===== config.mk =====
export PLATFORM = sky130hd
export DESIGN_NAME = eoss_clock_control
export DESIGN_NICKNAME = d
export VERILOG_FILES = /design/src/rtl/eoss_pkg.sv /design/src/rtl/eoss_clock_control.sv
export SDC_FILE = /design/constraint.sdc
export NUM_CORES = 1
export LEC_CHECK = 0
export ABC_CLOCK_PERIOD_IN_PS = 1690
export BUFFER_PORTS_ARGS = -buffer_cell sky130_fd_sc_hd__buf_4
export CAP_MARGIN = 20
export CORE_MARGIN = 5
export CORE_UTILIZATION = 54
export DETAILED_ROUTE_END_ITERATION = 12
export PLACE_DENSITY = 0.9
export SYNTH_ARGS = -nofsm -noshare
export SYNTH_HDL_FRONTEND = slang
export SYNTH_SLANG_ARGS = --single-unit

===== constraint.sdc =====
create_clock -name clk -period 1.69 [get_ports clk]
set_clock_uncertainty 0.15 [all_clocks]
set_input_delay 0.2535 -clock clk [delete_from_list [all_inputs] [get_ports clk]]
set_output_delay 0.2535 -clock clk [all_outputs]
set_load 0.05 [all_outputs]

===== src/rtl/eoss_pkg.sv =====
package eoss_pkg;

    // ********************************************************
    // Register addresses
    // ********************************************************
    localparam logic [7:0] ADDR_CLOCK_SOURCE = 8'hA9;
    localparam logic [7:0] ADDR_EXT_OSC_CTRL = 8'hB1;
    localparam logic [7:0] ADDR_INT_OSC_CTRL = 8'hB2;

    // ********************************************************
    // Field positions
    // ********************************************************
    localparam int CRYSTAL_VALID_BIT = 7;
    localparam int EXT_MODE_HI = 6;
    localparam int EXT_MODE_LO = 4;
    localparam int EXT_RANGE_HI = 2;
    localparam int EXT_RANGE_LO = 0;
    localparam int INT_ENABLE_BIT = 7;
    localparam int INT_READY_BIT = 6;
    localparam int INT_DIV_HI = 1;
    localparam int INT_DIV_LO = 0;
    localparam int SRC_SELECT_BIT = 0;

    // ********************************************************
    // Reset values
    // ********************************************************
    localparam logic [2:0] EXT_MODE_RESET = 3'h0;
    localparam logic [2:0] EXT_RANGE_RESET = 3'h0;
    localparam logic INT_ENABLE_RESET = 1'b1;
    localparam logic [1:0] INT_DIV_RESET = 2'h0;
    localparam logic SRC_SELECT_RESET = 1'b0;

    // ********************************************************
    // External oscillator modes
    // ********************************************************
    typedef enum logic [2:0] {
        EOSS_MODE_OFF0 = 3'b000,
        EOSS_MODE_OFF1 = 3'b001,
        EOSS_MODE_CMOS = 3'b010,
        EOSS_MODE_CMOS_DIV2 = 3'b011,
        EOSS_MODE_RC = 3'b100,
        EOSS_MODE_CAP = 3'b101,
        EOSS_MODE_XTAL = 3'b110,
        EOSS_MODE_XTAL_DIV2 = 3'b111
    } eoss_mode_t;

    // Internal divider codes
    localparam logic [1:0] INT_DIV_BY8 = 2'h0;
    localparam logic [1:0] INT_DIV_BY4 = 2'h1;
    localparam logic [1:0] INT_DIV_BY2 = 2'h2;
    localparam logic [1:0] INT_DIV_BY1 = 2'h3;

    // Oscillator edges counted before the crystal counts as settled
    localparam logic [10:0] XTAL_SETTLE_EDGES = 11'h400;

endpackage : eoss_pkg


===== src/rtl/eoss_clock_control.sv =====
`timescale 1ns/1ps

module eoss_clock_control
    import eoss_pkg::*;
(
    input wire logic clk,
    input wire logic reset,
    input wire logic [7:0] sfr_addr,
    input wire logic [7:0] sfr_wdata,
    input wire logic sfr_wr,
    input wire logic sfr_rd,
    output logic [7:0] sfr_rdata,
    input wire logic int_osc_in,
    input wire logic crystal_output_pin_in,
    output logic system_clock_out,
    output logic ext_periph_clk,
    output logic int_osc_enable_out,
    output logic [2:0] ext_osc_mode_out,
    output logic [2:0] ext_osc_range_out,
    output logic crystal_input_pin_claim,
    output logic crystal_output_pin_claim
);

    // ********************************************************
    // State
    // ********************************************************
    typedef struct packed {
        logic [2:0] ext_mode;
        logic [2:0] ext_range;
        logic int_enable;
        logic [1:0] int_div;
        logic src_req;
        logic src_cur;
        logic parked;
        logic crystal_valid;
        logic [10:0] settle_cnt;
        logic int_prev;
        logic [2:0] int_cnt;
        logic int_clk;
        logic ext_prev;
        logic ext_half;
        logic ext_clk;
        logic system_clock;
        logic xin_claim;
        logic xout_claim;
        logic [7:0] rdata;
    } eoss_state_t;

    eoss_state_t st_r;
    eoss_state_t st_nxt;
    logic xtal_mode;
    logic ext_off;
    logic int_rise;
    logic ext_rise;
    logic [2:0] cnt_inc;
    logic old_clk;
    logic new_clk;

    assign xtal_mode = (st_r.ext_mode[2:1] == EOSS_MODE_XTAL[2:1]);
    assign ext_off = (st_r.ext_mode[2:1] == EOSS_MODE_OFF0[2:1]);
    assign int_rise = int_osc_in && !st_r.int_prev;
    assign ext_rise = crystal_output_pin_in && !st_r.ext_prev;
    assign cnt_inc = st_r.int_cnt + 3'h1;
    // Level of the source in use and of the one asked for
    assign old_clk = st_r.src_cur ? st_r.ext_clk : st_r.int_clk;
    assign new_clk = st_r.src_req ? st_r.ext_clk : st_r.int_clk;

    // ********************************************************
    // Next state
    // ********************************************************
    always_comb begin
        st_nxt = st_r;
        st_nxt.int_prev = int_osc_in;
        st_nxt.ext_prev = crystal_output_pin_in;

        // Register writes; unused and reserved bits are dropped
        if (sfr_wr && sfr_addr == ADDR_EXT_OSC_CTRL) begin
            st_nxt.ext_mode = sfr_wdata[EXT_MODE_HI:EXT_MODE_LO];
            st_nxt.ext_range = sfr_wdata[EXT_RANGE_HI:EXT_RANGE_LO];
        end else if (sfr_wr && sfr_addr == ADDR_INT_OSC_CTRL) begin
            st_nxt.int_enable = sfr_wdata[INT_ENABLE_BIT];
            st_nxt.int_div = sfr_wdata[INT_DIV_HI:INT_DIV_LO];
        end else if (sfr_wr && sfr_addr == ADDR_CLOCK_SOURCE) begin
            st_nxt.src_req = sfr_wdata[SRC_SELECT_BIT];
        end

        // Read mux, registered; unmapped addresses read zero
        st_nxt.rdata = 8'h00;
        if (sfr_rd && sfr_addr == ADDR_EXT_OSC_CTRL) begin
            st_nxt.rdata[CRYSTAL_VALID_BIT] = st_r.crystal_valid;
            st_nxt.rdata[EXT_MODE_HI:EXT_MODE_LO] = st_r.ext_mode;
            st_nxt.rdata[EXT_RANGE_HI:EXT_RANGE_LO] = st_r.ext_range;
        end else if (sfr_rd && sfr_addr == ADDR_INT_OSC_CTRL) begin
            st_nxt.rdata[INT_ENABLE_BIT] = st_r.int_enable;
            // Ready needs no settle time, so it mirrors the enable
            st_nxt.rdata[INT_READY_BIT] = st_r.int_enable;
            st_nxt.rdata[INT_DIV_HI:INT_DIV_LO] = st_r.int_div;
        end else if (sfr_rd && sfr_addr == ADDR_CLOCK_SOURCE) begin
            st_nxt.rdata[SRC_SELECT_BIT] = st_r.src_req;
        end

        // Crystal settle detector: counts oscillator edges, restarts outside 11x
        if (!xtal_mode) begin
            st_nxt.settle_cnt = 11'h000;
            st_nxt.crystal_valid = 1'b0;
        end else if (st_r.settle_cnt == XTAL_SETTLE_EDGES) begin
            st_nxt.crystal_valid = 1'b1;
        end else if (ext_rise) begin
            st_nxt.settle_cnt = st_r.settle_cnt + 11'h001;
        end

        // Internal path and divider; disabled oscillator parks low
        if (int_rise) begin
            st_nxt.int_cnt = cnt_inc;
        end
        if (!st_r.int_enable) begin
            st_nxt.int_clk = 1'b0;
        end else begin
            case (st_r.int_div)
                INT_DIV_BY8: st_nxt.int_clk = st_r.int_cnt[2];
                INT_DIV_BY4: st_nxt.int_clk = st_r.int_cnt[1];
                INT_DIV_BY2: st_nxt.int_clk = st_r.int_cnt[0];
                default: st_nxt.int_clk = int_osc_in;
            endcase
        end

        // External path per mode
        if (ext_rise) begin
            st_nxt.ext_half = !st_r.ext_half;
        end
        case (eoss_mode_t'(st_r.ext_mode))
            EOSS_MODE_CMOS: st_nxt.ext_clk = crystal_output_pin_in;
            EOSS_MODE_CMOS_DIV2: st_nxt.ext_clk = st_r.ext_half;
            EOSS_MODE_RC: st_nxt.ext_clk = crystal_output_pin_in;
            EOSS_MODE_CAP: st_nxt.ext_clk = crystal_output_pin_in;
            EOSS_MODE_XTAL: st_nxt.ext_clk = crystal_output_pin_in;
            EOSS_MODE_XTAL_DIV2: st_nxt.ext_clk = st_r.ext_half;
            default: st_nxt.ext_clk = 1'b0;
        endcase

        // Pin claims
        st_nxt.xin_claim = xtal_mode;
        st_nxt.xout_claim = !ext_off;

        // Two-step switch: park low once the old source is low, then take the new one when it is low.
        // Equal-rate clocks in opposite phase never sit low together, so a one-step test could hang.
        if (!st_r.parked && st_r.src_req != st_r.src_cur && !old_clk) begin
            st_nxt.parked = 1'b1;
        end else if (st_r.parked && !new_clk) begin
            st_nxt.src_cur = st_r.src_req;
            st_nxt.parked = 1'b0;
        end
        if (st_r.parked) begin
            st_nxt.system_clock = 1'b0;
        end else begin
            st_nxt.system_clock = old_clk;
        end
    end

    // ********************************************************
    // State register
    // ********************************************************
    always_ff @(posedge clk or posedge reset) begin
        if (reset) begin
            st_r <= '0;
            st_r.ext_mode <= EXT_MODE_RESET;
            st_r.ext_range <= EXT_RANGE_RESET;
            st_r.int_enable <= INT_ENABLE_RESET;
            st_r.int_div <= INT_DIV_RESET;
            st_r.src_req <= SRC_SELECT_RESET;
            st_r.src_cur <= SRC_SELECT_RESET;
        end else begin
            st_r <= st_nxt;
        end
    end

    // Outputs straight from the state register
    assign sfr_rdata = st_r.rdata;
    assign system_clock_out = st_r.system_clock;
    assign ext_periph_clk = st_r.ext_clk;
    assign int_osc_enable_out = st_r.int_enable;
    assign ext_osc_mode_out = st_r.ext_mode;
    assign ext_osc_range_out = st_r.ext_range;
    assign crystal_input_pin_claim = st_r.xin_claim;
    assign crystal_output_pin_claim = st_r.xout_claim;

    // ********************************************************
    // Assertions
    // ********************************************************
    property p_system_clock_source;
        @(posedge clk) disable iff (reset)
        1'b1 |=> system_clock_out ==
            (!$past(st_r.parked) && ($past(st_r.src_cur) ? $past(st_r.ext_clk) : $past(st_r.int_clk)));
    endproperty
    a_system_clock_source: assert property (p_system_clock_source) else $error("system clock from wrong source");

    property p_no_glitch;
        @(posedge clk) disable iff (reset)
        $changed(st_r.src_cur) |->
            $past(st_r.parked) && !(st_r.src_cur ? $past(st_r.ext_clk) : $past(st_r.int_clk));
    endproperty
    a_no_glitch: assert property (p_no_glitch) else $error("source switched while a clock was high");

    property p_park_entry;
        @(posedge clk) disable iff (reset)
        $rose(st_r.parked) |-> !($past(st_r.src_cur) ? $past(st_r.ext_clk) : $past(st_r.int_clk));
    endproperty
    a_park_entry: assert property (p_park_entry) else $error("output parked while old source high");

    property p_ext_off;
        @(posedge clk) disable iff (reset)
        ext_off |=> !ext_periph_clk;
    endproperty
    a_ext_off: assert property (p_ext_off) else $error("external clock active while off");

    property p_valid_needs_xtal;
        @(posedge clk) disable iff (reset)
        !xtal_mode |=> !st_r.crystal_valid;
    endproperty
    a_valid_needs_xtal: assert property (p_valid_needs_xtal) else $error("valid flag outside crystal mode");

    property p_valid_after_settle;
        @(posedge clk) disable iff (reset)
        xtal_mode && st_r.settle_cnt == XTAL_SETTLE_EDGES ##1 xtal_mode |-> st_r.crystal_valid;
    endproperty
    a_valid_after_settle: assert property (p_valid_after_settle) else $error("valid flag not set after settle");

    property p_read_ext_ctrl;
        @(posedge clk) disable iff (reset)
        sfr_rd && sfr_addr == ADDR_EXT_OSC_CTRL |=>
            !sfr_rdata[3] && sfr_rdata[CRYSTAL_VALID_BIT] == $past(st_r.crystal_valid);
    endproperty
    a_read_ext_ctrl: assert property (p_read_ext_ctrl) else $error("bad external control readback");

    property p_int_disabled;
        @(posedge clk) disable iff (reset)
        !st_r.int_enable |=> !st_r.int_clk ##1 !system_clock_out || $past(st_r.src_cur);
    endproperty
    a_int_disabled: assert property (p_int_disabled) else $error("internal clock runs while disabled");

    property p_pin_claims;
        @(posedge clk) disable iff (reset)
        1'b1 |=> crystal_input_pin_claim == $past(xtal_mode) && crystal_output_pin_claim == !$past(ext_off);
    endproperty
    a_pin_claims: assert property (p_pin_claims) else $error("oscillator pin claim wrong");

    property p_select_write;
        @(posedge clk) disable iff (reset)
        sfr_wr && sfr_addr == ADDR_CLOCK_SOURCE |=> st_r.src_req == $past(sfr_wdata[SRC_SELECT_BIT]);
    endproperty
    a_select_write: assert property (p_select_write) else $error("source select write lost");

    property p_div1;
        @(posedge clk) disable iff (reset)
        st_r.int_enable && st_r.int_div == INT_DIV_BY1 |=> st_r.int_clk == $past(int_osc_in);
    endproperty
    a_div1: assert property (p_div1) else $error("divide by one path wrong");

    c_switch_ext: cover property (@(posedge clk) disable iff (reset) $rose(st_r.src_cur));
    c_switch_int: cover property (@(posedge clk) disable iff (reset) $fell(st_r.src_cur));
    c_xtal_valid: cover property (@(posedge clk) disable iff (reset) $rose(st_r.crystal_valid));

endmodule // eoss_clock_control


# == Yosys cells after proc, flatten, opt, wreduce, memory -nomap -nowiden ==
# Cells that the tools add are included.
# op_classes
addsub,2
eq_ne,17
muxes,20
bitwise_logic,3
n_reduce_logical,27
# ops
op,n
"equality test 8 bit, second input constant",3
two-way mux 11 bit,2
"equality test 3 bit, second input constant",4
two-way mux 12 bit,1
"adder 11 x 1 -> 11 bit, second input constant",1
"equality test 11 bit, second input constant",1
logical AND 1 bit,11
two-way mux 1 bit,11
two-way mux 2 bit,4
logical NOT 1 bit,7
"equality test 3 x 2 -> 1 bit, second input constant",2
AND reduction 2 bit,3
"equality test 2 bit, second input constant",2
logical NOT 2 bit,2
"!= test 2 x 1 -> 1 bit, second input constant",2
OR reduction 4 bit,1
"adder 3 x 1 -> 3 bit, second input constant",1
NOT 1 bit,3
case mux 1 bit (3 select lines),1
AND reduction 3 bit,1
"equality test 2 x 1 -> 1 bit, second input constant",1
"!= test 2 bit, second input constant",1
case mux 1 bit (2 select lines),1
nonzero test 2 bit,1
other kinds (2),2
# word_totals
ff_bits,42
input_bits,22
out_inout_bits,19
word_cells,88

# == Logic depth before layout (Yosys ltp) ==
# depth
ltp_word,5
mapped_depth,5
mapped_depth_nobuf,5

# == Worst setup path before layout ==
# OpenSTA, ideal clock, no wires.
# synth_timing
path_type,register -> register
startpoint,register st_r[13] in the netlist's numbering
endpoint,register st_r[28] in the netlist's numbering
arrival_time_ns,1.320
required_ns,1.474
slack_ns,0.154
stages_incl_launch_ff,5
synth_period_minus_slack_ns,1.536
cell_sequence,dfrtp_1 > nand3b_1 > or2_1 > or4_1 > nand2_1
# synth_between
elab_chain_cells,4
# synth_rtl
item,line_no,source
from (decl),eoss_clock_control.sv:49,eoss_state_t st_r;
from (signal assigned),eoss_clock_control.sv:173,st_r <= st_nxt;
logical NOT 1 bit,eoss_clock_control.sv:62,assign ext_rise = crystal_output_pin_in && !st_r.ext_prev;
logical AND 1 bit,eoss_clock_control.sv:62,
!= test 2 x 1 -> 1 bit (no line),--,
AND reduction 2 bit (no line),--,
# Every way passes these cells.
# A chain may end at the register's enable or synchronous reset.

# == Worst setup path in the final report ==
# layout_timing
startpoint,register st_r[24] in the netlist's numbering
endpoint,register st_r[29] in the netlist's numbering
# layout_between
elab_chain_cells,4
word_cells_on_any_way,7
classes_between,1 x add/sub; 2 x eq/ne; 3 x mux; 1 x reduce/logical
# layout_rtl
item,line_no,source
adder 11 x 1 -> 11 bit,eoss_clock_control.sv:109,st_nxt.settle_cnt = st_r.settle_cnt + 11'h001;
two-way mux 11 bit,eoss_clock_control.sv:108,end else if (ext_rise) begin
two-way mux 11 bit,eoss_clock_control.sv:106,end else if (st_r.settle_cnt == XTAL_SETTLE_EDGES) begin
two-way mux 12 bit,eoss_clock_control.sv:103,if (!xtal_mode) begin
# Parallel ways exist; a longest one is shown, timed or not. The select of a mux whose other input is x is not followed.

==> impl_metrics.env <==
export IMPL_wl_mm=4.07
export IMPL_ys_warn_count=0
export IMPL_initial_core_util_pct=55.1
export IMPL_design_area_mm2=0.00245
export IMPL_cp_required_ns=1.75
export IMPL_die_w_um=70.7
export IMPL_antenna_left=0
export IMPL_syn_area_per_cell_um2=11.7
export IMPL_synthArstFlopShare_pct=100
export IMPL_fp_dieArea_mm2=0.00499
export IMPL_fin_crit_ns=1.65
export IMPL_cp_arrival_ns=1.71
export IMPL_fin_util_pct=68.0
export IMPL_drive_above_1_share_pct=36.6
export IMPL_synthMuxAreaShare_pct=8.43
export IMPL_finalSetupViolations=0
export IMPL_clock_latency_ns=0.29
export IMPL_design_core_area_mm2=0.00361
export IMPL_root_buffer="clkbuf_8"
export IMPL_track_usage_pct=16.3
export IMPL_drv_slew=0
export IMPL_start_kind="register"
export IMPL_synth_most_common_cell="dfrtp_1"
export IMPL_ys_top_cells_by_area="dfrtp_1, mux2_2, buf_4, xnor2_1, nor2_1"
export IMPL_fmax_ghz=0.606
export IMPL_hold_viol=0
export IMPL_antenna_found_initial=0
export IMPL_status="finished clean"
export IMPL_p_per_area_mw_per_mm2=867
export IMPL_cpPeakStageDelay_ns=0.42
export IMPL_ios=41
export IMPL_drtIter0Drc=110
export IMPL_cts_tree="done"
export IMPL_critPathCaptureType="register"
export IMPL_placed_cell_area_mm2=0.00230
export IMPL_finalCritPeriodShare_pct=97.7
export IMPL_drc=0
export IMPL_crit_path_max_fanout=4
export IMPL_rows=22
export IMPL_num_fill_cells=253
export IMPL_crit_type="reg2reg"
export IMPL_cts_buffers=5
export IMPL_crit_chain="and3_1, nand4_1, or3_1, a21oi_1"
export IMPL_critPathSlowestCell="dfrtp_1"
export IMPL_grt_max_degree=43
export IMPL_grt_remaining_overflow=0
export IMPL_ir_worst_vdd_uv=483
export IMPL_grt_pass1_vias=1372
export IMPL_synth_simple_area_share_pct=19.3
export IMPL_p_leak_uw=0.00115
export IMPL_synth_top_cell_area_share_pct=51.6
export IMPL_synth_edf_count=0
export IMPL_ys_ff_latch=42
export IMPL_clk_pin_slew_ns=0.08
export IMPL_clockBufferDepth=2
export IMPL_ys_seq_area_share_pct=52.9
export IMPL_dr_pass1_iters=4
export IMPL_nets=237
export IMPL_synth_xor_area_share_pct=4.41
export IMPL_area_growth_pct=23.4
export IMPL_syn_nets=195
export IMPL_synth_cell_types=43
export IMPL_fin_cells=261
export IMPL_port_buffers=38
export IMPL_synth_top_family_by_area="simple AND/OR/NAND/NOR gates"
export IMPL_dp_hpwl_mm=2.83
export IMPL_synth_compound_area_share_pct=6.04
export IMPL_synth_cells=170
export IMPL_cts_sinks=42
export IMPL_vias=1411
export IMPL_synth_adder_area_share_pct=1.89
export IMPL_cap_violations=0
export IMPL_antenna_diode_count=0
export IMPL_gp_congestion=0.868
export IMPL_htree_num_levels=2
export IMPL_synthTopCellsByCount="dfrtp_1, buf_4, nor2_1"
export IMPL_placed_cells=248
export IMPL_hold_path_class="in2reg"
export IMPL_tns_ns=0
export IMPL_chipHeight_um=70.7
export IMPL_ys_flop_type="dfrtp_1"
export IMPL_syn_area_mm2=0.00199
export IMPL_synth_top_area_cell="dfrtp_1"
export IMPL_viasPerCell=5.41
export IMPL_wl_per_cell_um=15.6
export IMPL_grt_pass1_wl_mm=6.48
flip-flops by register name, summed over array words and instances, names as in the netlist:
name and count:
st_r 24, sfr_rdata 7, ext_osc_mode_out 3, ext_osc_range_out 3
crystal_input_pin_claim 1, crystal_output_pin_claim 1, ext_periph_clk 1, int_osc_enable_out 1
system_clock_out 1
power breakdown:
group          switching, uW  internal (uW)
registers               76.4           1080
logic                    157            160
clock network            320            329
total                    554           1570
repair_timing:
action                                 CTS  global route
setup endpoints to repair                0             3
hold buffers                             3             0
gates resized for setup                  0             4
setup buffers                            0             2
endpoints found under the hold margin   43             0
layout make-up:
type | instances | area, um2 | share of cell area (%)
clock buffer | 7 | 86.3 | 3.52
clock inverter | 1 | 5.00 | 0.204
sequential | 42 | 1050 | 42.9
multi-input combinational | 106 | 815 | 33.2
tap | 48 | 60.1 | 2.45
inverter | 7 | 26.3 | 1.07
timing repair buffer | 50 | 408 | 16.6
stage by stage:
| step | setup slack (ns) | hold WS [ns] | power [uW] |
|---|---|---|---|
| final | 0.0397 | 0.0434 | 2130 |
| after global routing | -0.0302 | 0.0364 | 2220 |
| after CTS | 0.0163 | 0.0419 | 2140 |
| after detailed placement | 0.0361 | 0.185 | 1490 |
| after global placement | 0.0560 | 0.184 | 1460 |
| after floorplan | 0.154 | 0.135 | 1370 |
cells in the final DEF (no fill, tap or decap), types with 4 or more instances in the layout:
cell type,count
buf_4,45
dfrtp_1,40
nor2_1,13
nand2_1,12
mux2_2,12
inv_1,7
xnor2_1,6
clkbuf_8,6
o21ai_0,5
xor2_1,4
a21oi_1,4
and2_1,4
critical path: cells and delay by family, from the launching register on:
kind	cells	cell delay, ns
DFF	1	0.42
and+or+nand+nor	3	0.85
AOI/OAI and AO/OA	1	0.15
logic make-up (layout without fill, tap and decap cells):
| family | Yosys count | count (layout) |
|---|---|---|
| and+or+nand+nor | 60 | 60 |
| DFF | 42 | 42 |
| buffers and inverters | 22 | 65 |
| AOI/OAI and AO/OA | 18 | 18 |
| muxes | 14 | 14 |
| xor gates and xnor gates | 10 | 10 |
| adders and majority gates | 3 | 3 |
| other | 1 | 1 |
final timing paths:
| check | from | endpoint | slack, ns | cells past startpoint |
|---|---|---|---|---|
| worst max-delay path | st_r[24] | st_r[29] | 0.04 | 4 |
| min in group asynchronous | reset | st_r[26] | 0.42 | 4 |
| worst min-delay path | sfr_wdata[6] | ext_osc_mode_out[2] | 0.04 | 2 |
| worst min register to register | st_r[17] | st_r[17] | 0.33 | 1 |
| max in group asynchronous | reset | int_osc_enable_out | 0.71 | 4 |
| worst max register to register | st_r[24] | st_r[29] | 0.04 | 4 |
per-layer routing:
metal  wire (um)  up-vias  track usage (%)  share of wire, %
met1        1710      694             21.4                42
met2        2070       43             26.0                51
met3         203       11             3.13               5.0
met5           0        -                0                 0
li1            -      663                -                 -
met4          89        0             7.72               2.2
(Power assumes the default switching activity.)
